==> src/inc/npv_regs.svh <==
`ifndef NPV_REGS_SVH
`define NPV_REGS_SVH

// ****************************************
// Command header values
// ****************************************
`define NPV_CLA_ISO 8'h00
`define NPV_INS_VERIFY 8'h20
`define NPV_INS_CHANGE 8'h24
`define NPV_LC_NONE 8'h00
`define NPV_LC_PWD 8'h10
`define NPV_P12_READ 16'h0001
`define NPV_P12_WRITE 16'h0002

// ****************************************
// Byte positions inside a request
// ****************************************
`define NPV_IDX_CLA 9'h000
`define NPV_IDX_INS 9'h001
`define NPV_IDX_P1 9'h002
`define NPV_IDX_P2 9'h003
`define NPV_IDX_LC 9'h004
`define NPV_IDX_DATA 9'h005
`define NPV_IDX_SAT 9'h1FF

// ****************************************
// Access condition bytes
// ****************************************
`define NPV_ACC_PWD 8'h80
`define NPV_ACC_RLOCK 8'hFE
`define NPV_ACC_WLOCK 8'hFF

// ****************************************
// Status words
// ****************************************
`define NPV_SW_OK 16'h9000
`define NPV_SW_PWD_REQ 16'h6300
`define NPV_SW_BAD_PWD 12'h63C
`define NPV_SW_COND 16'h6984
`define NPV_SW_INCOMPAT 16'h6981
`define NPV_SW_SECURITY 16'h6982
`define NPV_SW_BAD_DATA 16'h6A80
`define NPV_SW_NOT_FOUND 16'h6A82
`define NPV_SW_BAD_P1P2 16'h6A86
`define NPV_SW_UPD_FAIL 16'h6581
`define NPV_SW_WRONG_LEN 16'h6700
`define NPV_SW_BAD_INS 16'h6D00
`define NPV_SW_BAD_CLA 16'h6E00

// ****************************************
// Retry budget and password slots
// ****************************************
`define NPV_RETRY_MAX 2'h3
`define NPV_RETRY_NONE 2'h0
`define NPV_RETRY_ONE 2'h1
`define NPV_SLOT_READ 1'b0
`define NPV_SLOT_WRITE 1'b1

`endif
==> src/inc/npv_pkg.sv <==
package npv_pkg;

    // Command interpreter states
    typedef enum logic [1:0] {
        NPV_COLL = 2'b00,
        NPV_EVAL = 2'b01,
        NPV_CMP = 2'b10
    } npv_state_e;

    // One stored password
    typedef logic [127:0] npv_pwd_t;

endpackage : npv_pkg

==> src/hw/npv_ndef_pwd.sv <==
// What this block does
// - Verify uses class 00h, instruction 20h, two parameter bytes, length, data.
// - Zero-length Verify on an unprotected file answers 90 00.
// - Zero-length Verify on a protected file answers 63 00 until its password has been verified, then 90 00.
// - Length 10h Verify compares sixteen bytes with the chosen stored password.
// - Verify checks access bytes of the most recently selected NDEF file.
// - A successful Verify grants access to the whole selected file.
// - Matching password answers 90 00.
// - No file selected, write FFh or read FEh lock answers 69 84.
// - Wrong password answers 63 CX, X being attempts still allowed.
// - At most three failed password checks per session, count drops on each failure.
// - Verify errors: 69 81 structure, 69 82 security, 6A 80 data field.
// - Change Reference Data replaces read or write password of selected file.
// - Change uses class 00h, instruction 24h, length 10h, sixteen new bytes.
// - Parameter 0001h picks read, 0002h write password, others give error.
// - Change runs only with security satisfied, otherwise answers 69 82.
// - Change answers 90 00 when done, 65 81 when the store fails.
// - Change errors: 6A 86 parameters, 6A 82 no file, 6A 80, 69 81.
// - Each read or write password is 128 bits wide.
`include "npv_regs.svh"
`timescale 1ns/1ps
`default_nettype none

module npv_ndef_pwd #(
    parameter int PWD_W = 128,
    parameter logic [PWD_W-1:0] READ_DEF = '0,
    parameter logic [PWD_W-1:0] WRITE_DEF = '0
) (
    input wire logic core_clk,
    input wire logic rst_n,
    input wire logic sessionStart,
    input wire logic fileSelEvent,
    input wire logic fileSelected,
    input wire logic fileIsNdef,
    input wire logic [7:0] readAccess,
    input wire logic [7:0] writeAccess,
    input wire logic pwdStoreFail,
    input wire logic apduValid,
    input wire logic [7:0] apduByte,
    input wire logic apduLast,
    output logic apduReady_q,
    output logic rspValid_q,
    output logic [7:0] rspSw1_q,
    output logic [7:0] rspSw2_q,
    output logic grantRead_q,
    output logic grantWrite_q,
    output logic [1:0] attemptsLeft_q
);

    // ****************************************
    // Request capture
    // ****************************************
    npv_pkg::npv_state_e state_q;
    npv_pkg::npv_state_e state_d;
    logic [8:0] byteCnt_q;
    logic [7:0] cla_q;
    logic [7:0] ins_q;
    logic [15:0] p12_q;
    logic [7:0] lc_q;
    logic [PWD_W-1:0] dataBuf_q;
    logic [PWD_W-1:0] memRdData;

    wire logic takeByte = (state_q == npv_pkg::NPV_COLL) && apduValid;
    wire logic inData = (byteCnt_q >= `NPV_IDX_DATA);
    wire logic [8:0] byteCntInc = (byteCnt_q == `NPV_IDX_SAT) ? byteCnt_q
                                  : byteCnt_q + 9'h001;

    // Byte counter restarts after each request
    always_ff @(posedge core_clk) begin
        if (!rst_n) begin
            byteCnt_q <= 9'h000;
        end else if (state_q != npv_pkg::NPV_COLL) begin
            byteCnt_q <= 9'h000;
        end else if (apduValid) begin
            byteCnt_q <= byteCntInc;
        end
    end

    // Header fields by position
    always_ff @(posedge core_clk) begin
        if (!rst_n) begin
            cla_q <= 8'h00;
            ins_q <= 8'h00;
            p12_q <= 16'h0000;
            lc_q <= 8'h00;
        end else if (takeByte) begin
            if (byteCnt_q == `NPV_IDX_CLA) cla_q <= apduByte;
            if (byteCnt_q == `NPV_IDX_INS) ins_q <= apduByte;
            if (byteCnt_q == `NPV_IDX_P1) p12_q[15:8] <= apduByte;
            if (byteCnt_q == `NPV_IDX_P2) p12_q[7:0] <= apduByte;
            if (byteCnt_q == `NPV_IDX_LC) lc_q <= apduByte;
        end
    end

    // Data bytes shift in, first byte ends up most significant
    always_ff @(posedge core_clk) begin
        if (!rst_n) begin
            dataBuf_q <= '0;
        end else if (takeByte && inData) begin
            dataBuf_q <= {dataBuf_q[PWD_W-9:0], apduByte};
        end
    end

    // ****************************************
    // Request decode
    // ****************************************
    wire logic lenShort = (byteCnt_q < `NPV_IDX_DATA);
    wire logic lenMatch = (byteCnt_q == ({1'b0, lc_q} + `NPV_IDX_DATA));
    wire logic isVerify = (ins_q == `NPV_INS_VERIFY);
    wire logic isChange = (ins_q == `NPV_INS_CHANGE);
    wire logic claOk = (cla_q == `NPV_CLA_ISO);
    wire logic p12Read = (p12_q == `NPV_P12_READ);
    wire logic p12Write = (p12_q == `NPV_P12_WRITE);
    wire logic p12Ok = p12Read || p12Write;
    wire logic lcNone = (lc_q == `NPV_LC_NONE);
    wire logic lcPwd = (lc_q == `NPV_LC_PWD);

    // Access condition of the chosen password kind
    wire logic [7:0] selAcc = p12Read ? readAccess : writeAccess;
    wire logic selLocked = p12Read ? (readAccess == `NPV_ACC_RLOCK)
                           : (writeAccess == `NPV_ACC_WLOCK);
    wire logic selProt = (selAcc == `NPV_ACC_PWD);
    wire logic selGranted = p12Read ? grantRead_q : grantWrite_q;
    wire logic noRetry = (attemptsLeft_q == `NPV_RETRY_NONE);

    // ****************************************
    // Verify outcome before the compare
    // ****************************************
    logic [15:0] verifySw;
    logic verifyCmp;
    always_comb begin
        verifyCmp = 1'b0;
        if (!fileSelected) begin
            verifySw = `NPV_SW_COND;
        end else if (!fileIsNdef) begin
            verifySw = `NPV_SW_INCOMPAT;
        end else if (!p12Ok) begin
            verifySw = `NPV_SW_BAD_P1P2;
        end else if (selLocked) begin
            verifySw = `NPV_SW_COND;
        end else if (lcNone && lenMatch) begin
            verifySw = (selProt && !selGranted) ? `NPV_SW_PWD_REQ
                       : `NPV_SW_OK;
        end else if (lcPwd && lenMatch) begin
            verifySw = `NPV_SW_SECURITY;
            verifyCmp = !noRetry;
        end else begin
            verifySw = `NPV_SW_BAD_DATA;
        end
    end

    // ****************************************
    // Change outcome
    // ****************************************
    logic [15:0] changeSw;
    logic changeWr;
    always_comb begin
        changeWr = 1'b0;
        if (!fileSelected) begin
            changeSw = `NPV_SW_NOT_FOUND;
        end else if (!fileIsNdef) begin
            changeSw = `NPV_SW_INCOMPAT;
        end else if (!p12Ok) begin
            changeSw = `NPV_SW_BAD_P1P2;
        end else if (!lcPwd || !lenMatch) begin
            changeSw = `NPV_SW_BAD_DATA;
        end else if (!grantWrite_q) begin
            changeSw = `NPV_SW_SECURITY;
        end else if (pwdStoreFail) begin
            changeSw = `NPV_SW_UPD_FAIL;
        end else begin
            changeSw = `NPV_SW_OK;
            changeWr = 1'b1;
        end
    end

    // Top-level selection of the answer in the evaluate cycle
    wire logic [15:0] evalSw = lenShort ? `NPV_SW_WRONG_LEN
                               : !claOk ? `NPV_SW_BAD_CLA
                               : isVerify ? verifySw
                               : isChange ? changeSw
                               : `NPV_SW_BAD_INS;
    wire logic inEval = (state_q == npv_pkg::NPV_EVAL);
    wire logic inCmp = (state_q == npv_pkg::NPV_CMP);
    wire logic wantCmp = !lenShort && claOk && isVerify && verifyCmp;
    wire logic memWr = inEval && !lenShort && claOk && isChange && changeWr;

    // ****************************************
    // Password compare
    // ****************************************
    wire logic pwdMatch = (memRdData == dataBuf_q);
    wire logic [1:0] attemptsDec = attemptsLeft_q - `NPV_RETRY_ONE;
    wire logic [15:0] cmpSw = pwdMatch ? `NPV_SW_OK
                              : {`NPV_SW_BAD_PWD, 2'b00, attemptsDec};
    wire logic cmpOk = inCmp && pwdMatch;
    wire logic cmpFail = inCmp && !pwdMatch;

    npv_pwd_mem #(
        .WIDTH(PWD_W),
        .READ_DEF(READ_DEF),
        .WRITE_DEF(WRITE_DEF)
    ) u_mem (
        .core_clk(core_clk),
        .rst_n(rst_n),
        .wrEn(memWr),
        .wrIdx(p12Write),
        .wrData(dataBuf_q),
        .rdIdx(p12Write),
        .rdData_q(memRdData)
    );

    // ****************************************
    // Sequencing
    // ****************************************
    always_comb begin
        case (state_q)
            npv_pkg::NPV_COLL: begin
                state_d = (apduValid && apduLast) ? npv_pkg::NPV_EVAL
                          : npv_pkg::NPV_COLL;
            end
            npv_pkg::NPV_EVAL: begin
                state_d = wantCmp ? npv_pkg::NPV_CMP : npv_pkg::NPV_COLL;
            end
            npv_pkg::NPV_CMP: begin
                state_d = npv_pkg::NPV_COLL;
            end
            default: begin
                state_d = npv_pkg::NPV_COLL;
            end
        endcase
    end

    // State register and ready flag
    always_ff @(posedge core_clk) begin
        if (!rst_n) begin
            state_q <= npv_pkg::NPV_COLL;
            apduReady_q <= 1'b1;
        end else begin
            state_q <= state_d;
            apduReady_q <= (state_d == npv_pkg::NPV_COLL);
        end
    end

    // ****************************************
    // Response
    // ****************************************
    wire logic rspNow = (inEval && !wantCmp) || inCmp;
    wire logic [15:0] rspSw = inCmp ? cmpSw : evalSw;

    // Status word holds until the next answer
    always_ff @(posedge core_clk) begin
        if (!rst_n) begin
            rspValid_q <= 1'b0;
            rspSw1_q <= 8'h00;
            rspSw2_q <= 8'h00;
        end else begin
            rspValid_q <= rspNow;
            if (rspNow) begin
                rspSw1_q <= rspSw[15:8];
                rspSw2_q <= rspSw[7:0];
            end
        end
    end

    // ****************************************
    // Session state
    // ****************************************
    // Attempt budget, refilled at session start, failure wins the same cycle
    always_ff @(posedge core_clk) begin
        if (!rst_n) begin
            attemptsLeft_q <= `NPV_RETRY_MAX;
        end else if (cmpFail) begin
            attemptsLeft_q <= attemptsDec;
        end else if (sessionStart) begin
            attemptsLeft_q <= `NPV_RETRY_MAX;
        end
    end

    // File-wide grants; a new grant wins over a clear in the same cycle
    wire logic grantClr = sessionStart || fileSelEvent;
    always_ff @(posedge core_clk) begin
        if (!rst_n) begin
            grantRead_q <= 1'b0;
            grantWrite_q <= 1'b0;
        end else begin
            if (cmpOk && p12Read) begin
                grantRead_q <= 1'b1;
            end else if (grantClr) begin
                grantRead_q <= 1'b0;
            end
            if (cmpOk && p12Write) begin
                grantWrite_q <= 1'b1;
            end else if (grantClr) begin
                grantWrite_q <= 1'b0;
            end
        end
    end

endmodule : npv_ndef_pwd

`default_nettype wire

==> src/hw/npv_pwd_mem.sv <==
`timescale 1ns/1ps
`default_nettype none

// ****************************************
// Password store with registered read
// ****************************************
module npv_pwd_mem #(
    parameter int WIDTH = 128,
    parameter logic [WIDTH-1:0] READ_DEF = '0,
    parameter logic [WIDTH-1:0] WRITE_DEF = '0
) (
    input wire logic core_clk,
    input wire logic rst_n,
    input wire logic wrEn,
    input wire logic wrIdx,
    input wire logic [WIDTH-1:0] wrData,
    input wire logic rdIdx,
    output logic [WIDTH-1:0] rdData_q
);

    logic [WIDTH-1:0] mem_q [0:1];

    // Array loads its defaults at reset, then takes writes
    always_ff @(posedge core_clk) begin
        if (!rst_n) begin
            mem_q[0] <= READ_DEF;
            mem_q[1] <= WRITE_DEF;
        end else if (wrEn) begin
            mem_q[wrIdx] <= wrData;
        end
    end

    // Read data always comes out of a register
    always_ff @(posedge core_clk) begin
        if (!rst_n) begin
            rdData_q <= '0;
        end else begin
            rdData_q <= mem_q[rdIdx];
        end
    end

endmodule : npv_pwd_mem

`default_nettype wire

==> config.mk <==
export PLATFORM = sky130hd
export DESIGN_NAME = npv_ndef_pwd
export DESIGN_NICKNAME = d
export VERILOG_FILES = /design/src/inc/npv_pkg.sv /design/src/hw/npv_ndef_pwd.sv /design/src/hw/npv_pwd_mem.sv
export VERILOG_INCLUDE_DIRS = /design/src /design/src/inc
export SDC_FILE = /design/constraint.sdc
export NUM_CORES = 1
export LEC_CHECK = 0
export ABC_AREA = 1
export ABC_CLOCK_PERIOD_IN_PS = 6600
export BUFFER_PORTS_ARGS = -buffer_cell sky130_fd_sc_hd__buf_2
export CORE_MARGIN = 5
export CORE_UTILIZATION = 62
export DETAILED_ROUTE_END_ITERATION = 6
export HOLD_SLACK_MARGIN = 0.06
export PLACE_DENSITY = 0.79
export SKIP_CTS_REPAIR_TIMING = 1
export SLEW_MARGIN = 20
export SYNTH_ARGS = -nofsm -noshare
export SYNTH_HDL_FRONTEND = slang
export SYNTH_SLANG_ARGS = --single-unit
==> constraint.sdc <==
create_clock -name core_clk -period 6.6 [get_ports core_clk]
set_input_delay 0.66 -clock core_clk [delete_from_list [all_inputs] [get_ports core_clk]]
set_output_delay 0.66 -clock core_clk [all_outputs]
set_load 0.01 [all_outputs]
* Word-level counts from Yosys, hierarchy flattened *
Memories as Yosys holds them, arrays and structs flattened. A register that Yosys moved wholly into a read port is not among the register bits.
Cells that the tools add are included.

storage, ports and cells
  flip-flop bits (word level) = 201
  memory bits (writable) = 256
  memories = 1

memory list
  memory       words  bits a word  read ports  clocked after Yosys merged registers in  wr ports  line               RTL
  u_mem.mem_q  2      128          1           1                                        2         npv_pwd_mem.sv:21  logic [WIDTH-1:0] mem_q [0:1];

cells by class
  add/subtract/negate cells = 3
  $lt $le $gt $ge = 2
  equality and inequality tests = 17
  mux-type cells = 49
  bitwise logic cells = 2
  reductions and logical operators = 48

operator list
  operator             count
  $mux 16              18
  $eq 128x128->1       1
  $mux 128             1
  $reduce_or 128->1    1
  $eq 8x8->1 const B   3
  $mux 1               24
  $eq 9x2->1 const B   2
  $logic_and 1x1->1    18
  $eq 16x1->1 const B  1
  $eq 16x2->1 const B  1
  $eq 8x6->1 const B   2
  $logic_not 8->1      2
  $reduce_and 2->1     6
  $mux 10              1
  $add 8x3->9 const B  1
  $add 9x1->9 const B  1
  $eq 9x1->1 const B   1
  $eq 9x3->1 const B   1
  $eq 9x9->1           1
  $eq 9x9->1 const B   1
  $ge 9x3->1 const B   1
  $logic_not 9->1      1
  $lt 9x3->1 const B   1
  $eq 8x5->1 const B   1
  12 further kinds     30

* Logic depth before layout (Yosys ltp) *
Gate-level depths: netlist of run 1.

  depth in word-level cells = 14
  depth in mapped cells = 21
  mapped depth without buffers = 21

* Hierarchy *
Synthesis of run 1 repeated with hierarchy kept, for this count alone.

unflattened totals
  cell total of the unflattened synthesis = 2851
  area total of the unflattened synthesis = 24189.4 µm²

modules (own cells, without submodules)
  module        instances  cells each  area each (µm²)  sequential area each (µm²)
  npv_pwd_mem   1          1484        14497.7          10249.8
  npv_ndef_pwd  1          1367        9691.8           3923.8

* Worst setup path before layout of run 1 *
OpenSTA, ideal clock, no wires.

  path type = register to register
  start point = register lc_q[0]
  end point = memory u_mem.mem_q[0][0] (enable)
  setup time = 492 ps
  arrival time = 4832 ps
  slack = 1275 ps
  cell stages (with the launch flop) = 18
  path buffers = 2
  cell sequence = dfxtp_1 inv_1 ha_1 nand2_1 nand2_1 nor2_1 nand3_1 nor2_1 nand3_2 nor2_2 nand2_1 nor2_2 nand2_1 inv_2 nand4_4 buf_6 buf_6 nand2_1

RTL lines
  item                      line                RTL
  start: declaration        npv_ndef_pwd.sv:59  logic [7:0] lc_q;
  start signal: assignment  npv_ndef_pwd.sv:91  if (byteCnt_q == `NPV_IDX_LC) lc_q <= apduByte;
  end: declaration          npv_pwd_mem.sv:21

==> results of run 1 <==
[kinds of logic after synthesis]
kind of cell / synth area share
xor gates and xnor gates: 0.0368
and+or+nand+nor: 0.172
buffers and inverters: 0.0629
DFF: 0.613
other: 0.000162
AOI/OAI and AO/OA: 0.111
adders and majority gates: 0.00433
[tightest hold or removal path, delay by kind of cell]
family | cells | cell delay [ns]
AND/OR/NAND/NOR | 2 | 0.10
buffers and inverters | 1 | 0.10
[cells in the final DEF (no fill, tap or decap), types with 3 or more instances in the layout]
master / count
nor2_1: 606
dfxtp_1: 324
o21ai_0: 313
edfxtp_1: 256
inv_1: 198
nand2_1: 192
a21oi_1: 185
nand3_1: 59
clkbuf_16: 55
xnor2_1: 54
buf_2: 50
xor2_1: 43
or2_2: 35
nor3_1: 34
clkbuf_1: 19
nand4_1: 12
clkbuf_8: 11
buf_4: 11
ha_1: 8
clkinv_2: 6
nor4_1: 5
nor2_2: 5
bufinv_16: 5
o31ai_1: 4
nand3b_1: 3
nand2_4: 3
conb_1: 3
buf_12: 3
[final cells by class]
class / instances / share of cell area
well taps: 468 / 0.0232
clock inverters: 15 / 0.00871
inverters: 200 / 0.0298
repair buffers: 65 / 0.0160
flip-flops and latches: 580 / 0.561
clock buffers: 85 / 0.0633
multi-input cells: 1582 / 0.298
[flip-flops by register name (all words and copies together) (netlist names), 2 cells and up]
name	count
u_mem.mem_q	256
dataBuf_q	128
u_mem.rdData_q	128
p12_q	16
byteCnt_q	9
cla_q	8
ins_q	8
lc_q	8
rspSw1_q	6
rspSw2_q	5
attemptsLeft_q	2
state_q	2
[power groups by stage]
stage               Sequential [mW]  Clock (mW)  Combinational (mW)
floorplan                      4.02           0               0.324
global placement               4.02           0               0.439
detailed placement             4.03           0               0.450
CTS                            3.95        3.21               0.456
global route                   3.97        3.36               0.514
finish                         3.95        3.16               0.454
[metal layers]
metal,up-vias,share of wire,global-route usage
li1,8150,-,-
met2,367,0.51,0.419
met4,0,0.021,0.0593
met1,8004,0.43,0.313
met3,84,0.044,0.0289
met5,-,0,0
[how the worst max path moves through the flow]
| stage | to | slack (ns) | cells after the start |
|---|---|---|---|
| global route | u_mem.mem_q[1][71] | 1.61 | 17 |
| global placement | u_mem.mem_q[1][126] | 2.13 | 6 |
| CTS | u_mem.mem_q[1][83] | 2.10 | 16 |
| floorplan | u_mem.mem_q[0][0] | 1.28 | 17 |
| detailed placement | u_mem.mem_q[1][127] | 2.09 | 6 |
| finish | u_mem.mem_q[1][91] | 2.10 | 16 |
==> key figures, run 1 <==
Pwr
  – Leakage power: 9.56 nW
  – P_sw: about 1.7 mW
  – Logic gate share of total power: 0.060
  – Reg power frac: 0.522
  – Tot Pwr: 7.57 mW
  – Maximum VDD drop: between 0.0002 and 0.00025 V
  – Cell internal pwr: just under 6 mW
  – Clock share of power: 0.418
  – Switching Share: 0.222
  – Power Density: 300 nW/um2

Logic synthesis
  – Area share of the largest cell type after synthesis: 0.333
  – Avg Cell Area, Syn: 9.28 um2
  – Post-synthesis sequential area ratio: 0.613
  – Yosys warnings: 0
  – Post-synthesis register bit count: between 500 and 600
  – Netlist Area Pre-Place: 23100 um2
  – Async set-reset flop share out of synthesis: 0
  – Number of synthesized flops with an enable pin: 256
  – Primary FF master, synth: dfxtp_1
  – Count of cell types in the netlist: 36
  – Largest cells by area after synthesis: edfxtp_1 (33%), dfxtp_1 (28%), nor2_1 (9.8%)
  – Post-synth top cells: nor2_1 (606), dfxtp_1 (324), o21ai_0 (313)
  – Cells after Synth: 2490
  – Post-synth top area cell: edfxtp_1
  – Top-count cell post-synth: nor2_1

STA
  – Worst Hold Margin: 0.308 ns
  – Clock Skew: 0.0211 ns
  – Worst-Margin Slew: 1.15 ns
  – FMAX: about 0.22 GHz
  – Max-slew violation count: 0
  – Setup TNS: 0 ns
  – # setup viols final: 0
  – Worst setup margin: 2.10 ns
  – Final hold vios: 0
  – Crit path time final: 4.50 ns
  – RSZ-0062 raised after global routing: no
  – Crit share post-route: 0.682
  – Slew margin rel.: 0.235

Clocking
  – Htree depth: 2
  – Clock Latency Late Sink: 0.59 ns
  – CTS tree: built
  – Num Clock Sinks: just under 600
  – Clock Path Buffers: 3
  – Total CTS buffers: 54
  – Clk slew on worst S/H paths: 0.06 ns
  – Clk root buf: clkbuf_16

Layout
  – # diodes: 0
  – Layout cells sized above 1: 0.0795
  – Nets: around 2500
  – Fill count: 2805
  – Final Non-Filler Cells: 2995
  – Multi-input logic area: ~7500 um2
  – Fin util: 0.689
  – Register area: 14200 um2
  – Fin area: 25300 um2
  – Area Overhead vs Synth: 9.35%

Critical path
  – R2R Setup Slk: 2.10 ns
  – Critical-path cell list: inv_1 -> ha_1 -> nand2_1 -> nand2_1 -> nor2_1 -> nand3_1 -> nor2_1 -> nand3_2 -> nor2_2 -> nand2_1 -> nor2_2 -> nand2_1 -> inv_2 -> nand4_4 -> nand2_4 -> buf_12
  – Crit path launch: lc_q[0]
  – CP max stage delay: 0.85 ns
  – Crit-path most repeated cell: nand2_1
  – Crit Reg-Reg Endpoint: u_mem.mem_q[1][91]
  – Critical path endpoint category: register
  – Delay-heaviest family, CP: simple AND/OR/NAND/NOR gates
  – Crit Path Max Fanout: 70
  – Required time of the critical path: 6.82 ns
  – Crit start category: register
  – Reg2Reg Depth: 16
  – Crit path arrival time: around 4.7 ns
  – Reg-to-reg critical path startpoint: lc_q[0]
  – Crit path kind: register to register
  – Slowest-stage cell, CP: nand2_4
  – Buf/Inv on CP: 3

Hold path
  – Hold Crit Depth: 3
  – Worst hold start: apduLast
  – WHS Endpoint: state_q[0]
  – Hold WC Path Type: input port to register

Route
  – Initial DRC Count: between 1000 and 1500
  – DRC Markers: 0
  – Vias: between 15000 and 20000
  – DRT Pass-1 Iters: 5
  – Detailed Route WL: 49300 um
  – Routed wire per std cell: 16.5 um
  – Via/cell ratio: 5.54
  – Post-route ant nets: 0

Floorplan
  – # rows: 70
  – Die Area: 41200 um2
  – DIE WIDTH: 203 um
  – Die Span Y: 203 um
  – Core Box Area: 36700 um2
  – Initial core utilization: 0.630
  – I/O Pins: 55

Global routing
  – Initial antenna violation count: 0
  – GR Util All Layers: 0.237
  – Total grt overflow: 0
  – Vias in the first global route: around 17000
  – Global-route wire length before repair: 81200 um
  – Largest net degree at the start of global routing: 125

Run
  – Max cap viols: 0

Placed design
  – Routability cong.: 0.868
  – Port Buf Inserts: 51
  – Post-placement cell count: 2895
  – DP Worst Slack: approximately 2.1 ns
  – DP HPWL: 28000 um
  – Placed Area: ~23000 um2

Status
  – Status: completed
Power figures use the tool's default switching activity.
==> run 2, diff against run 1 <==
ABC_CLOCK_PERIOD_IN_PS = 3700   (was 6600)
CORE_UTILIZATION = 56   (was 62)
PLACE_DENSITY = 0.75   (was 0.79)
clock period = 3.7 ns   (was 6.6 ns; I/O delays follow)
==> key figures, run 2 (synthesis results as in run 1) <==
Status
  – Status: completed

Floorplan
  – Die Area: 45400 um2 (+10%)
  – I/O Pins: 55 (unchanged)
  – Die Span Y: 213 um (+5.0%)
  – Initial core utilization: 0.566 (-0.0638)
  – DIE WIDTH: 213 um (+5.0%)
  – # rows: 74 (+5.7%)
  – Core Box Area: 40800 um2 (+11%)

Layout
  – Layout cells sized above 1: 0.0843 (+0.00477)
  – Commonest cells after routing, fill and taps aside: nor2_1 (606), dfxtp_1 (324), o21ai_0 (313), edfxtp_1 (256), inv_1 (198)
  – Top Registers: u_mem.mem_q: 256 flops, dataBuf_q: 128 flops, u_mem.rdData_q: 128 flops
  – Max FFs per register: 256 (unchanged)
  – Final Non-Filler Cells: 3082 (+2.9%)
  – Multi-input logic area: 7560 um2 (+0.28%)
  – # diodes: 0 (unchanged)
  – Fin area: 25600 um2 (+1.2%)
  – Fill count: 3245 (+16%)
  – Largest Register: u_mem.mem_q
  – Commonest non-fill, non-tap cell in the layout: nor2_1
  – Register area: 14200 um2 (unchanged)
  – Fin util: 0.627 (-0.0623)
  – Nets: 2542 (+0.71%)
  – Area Overhead vs Synth: 10.7%

Pwr
  – Reg power frac: 0.520 (-0.002)
  – Tot Pwr: 13.6 mW (+79%)
  – Switching Share: 0.227 (+0.00459)
  – Maximum VDD drop: 0.000413 V (+90%)
  – Cell internal pwr: 10.5 mW (+78%)
  – Clock share of power: 0.419 (about the same)
  – P_sw: 3.07 mW (+83%)
  – Leakage power: 9.66 nW (+1.1%)
  – Logic gate share of total power: 0.061 (about the same)
  – Power Density: 530 nW/um2 (+77%)

STA
  – Slew margin rel.: 0.362 (+0.127)
  – Worst setup margin: 0.547 ns (-1.55 ns)
  – Worst Hold Margin: 0.0669 ns (-0.241 ns)
  – RSZ-0062 raised after global routing: no
  – # setup viols final: 0 (unchanged)
  – FMAX: 0.317 GHz (+43%)
  – Max-slew violation count: 0 (unchanged)
  – Crit path time final: 3.15 ns (-1.35 ns)
  – Setup TNS: 0 ns (unchanged)
  – Worst-Margin Slew: 0.957 ns (-0.190 ns)
  – Final hold vios: 0 (unchanged)
  – Clock Skew: 0.0278 ns (+0.00672 ns)
  – Crit share post-route: 0.852 (+0.170)

Route
  – Initial DRC Count: 1544 (+31%)
  – Via/cell ratio: 5.38 (-3.0%)
  – DRC Markers: 0 (unchanged)
  – Detailed Route WL: 48600 um (-1.4%)
  – Routed wire per std cell: 15.8 um (-4.2%)
  – Vias: 16600 (-0.20%)
  – Post-route ant nets: 0 (unchanged)
  – DRT Pass-1 Iters: 6 (+1)

Placed design
  – DP Worst Slack: 0.578 ns (-1.51 ns)
  – DP HPWL: 28800 um (+2.9%)
  – Placed Area: 23700 um2 (+0.99%)
  – Routability cong.: 0.890 (+2.5%)
  – Port Buf Inserts: 51 (unchanged)
  – Post-placement cell count: 2971 (+2.6%)

Run
  – Max cap viols: 0 (unchanged)

Clocking
  – Clock Path Buffers: 3 (unchanged)
  – Clk root buf: clkbuf_16
  – CTS tree: built
  – Clk slew on worst S/H paths: 0.06 ns (about the same)
  – Htree depth: 2 (unchanged)
  – Clock Latency Late Sink: 0.62 ns (+0.03 ns)
  – Total CTS buffers: 57 (+5.6%)
  – Num Clock Sinks: 580 (unchanged)

Hold path
  – Hold WC Path Type: input port to register

Critical path
  – Crit path arrival time: 3.43 ns (-1.29 ns)
  – Crit path kind: register to register
  – Critical path endpoint category: register
  – Crit Path Max Fanout: 38 (-46%)
  – Crit start category: register
  – Required time of the critical path: 3.98 ns (-2.84 ns)

Global routing
  – Vias in the first global route: 16400 (-0.73%)
  – GR Util All Layers: 0.214 (-0.0229)
  – Initial antenna violation count: 0 (unchanged)
  – Global-route wire length before repair: 80200 um (-1.3%)
  – Total grt overflow: 0 (unchanged)
  – Largest net degree at the start of global routing: 220 (+76%)
-- run 2: cell types whose count changed in the layout (fill, tap and decap cells not counted), sizes merged --
cell,previous run,this run
buf,65,77
clkinv,7,19
clkbuf,85,82
dlygate4sd3,0,3
bufinv,5,4
-- run 2: routing by layer --
layer	part of all wire	global-route usage	up-vias
li1	-	-	8191
met1	0.42	0.276	7918
met2	0.51	0.377	391
met3	0.050	0.0292	72
met4	0.020	0.0664	0
met5	0	0	-
-- run 2: layout make-up --
cell class | instances | area share
Clock inverter | 26 | 0.0102
Clock buffer | 82 | 0.0622
Timing Repair Buffer | 80 | 0.0224
Multi-Input combinational cell | 1582 | 0.296
Inverter | 200 | 0.0294
Tap cell | 532 | 0.0260
Sequential cell | 580 | 0.554
-- run 2: worst paths after layout --
kind	from	to	slack, ns	cells after the start
setup / recovery	lc_q[0]	u_mem.mem_q[1][125]	0.55	17
setup reg to reg	lc_q[0]	u_mem.mem_q[1][125]	0.55	17
hold reg to reg	rspSw1_q[1]	rspSw1_q[1]	0.46	2
hold / removal	fileSelEvent	grantRead_q	0.07	4
-- run 2: worst max-delay path: stages (launching register included) --
cell     delay (ns)
dfxtp_1        0.39
inv_1          0.09
ha_1           0.31
inv_1          0.05
nand2_1        0.05
nand2_1        0.07
nor2_1         0.14
nand3_1        0.09
nor2_1         0.14
nand3_2        0.13
nor2_2         0.12
nand2_1        0.10
nor2_2         0.10
nand2_1        0.09
inv_2          0.10
nand4_4        0.13
nand2_8        0.34
buf_4          0.34
-- run 2: power groups by stage --
stage               combinational [mW]  sequential [mW]  clock (mW)
finish                           0.822             7.05        5.68
global route                     0.932             7.08        6.04
CTS                              0.825             7.05        5.76
detailed placement               0.818             7.19           0
global placement                 0.794             7.18           0
floorplan                        0.579             7.16           0
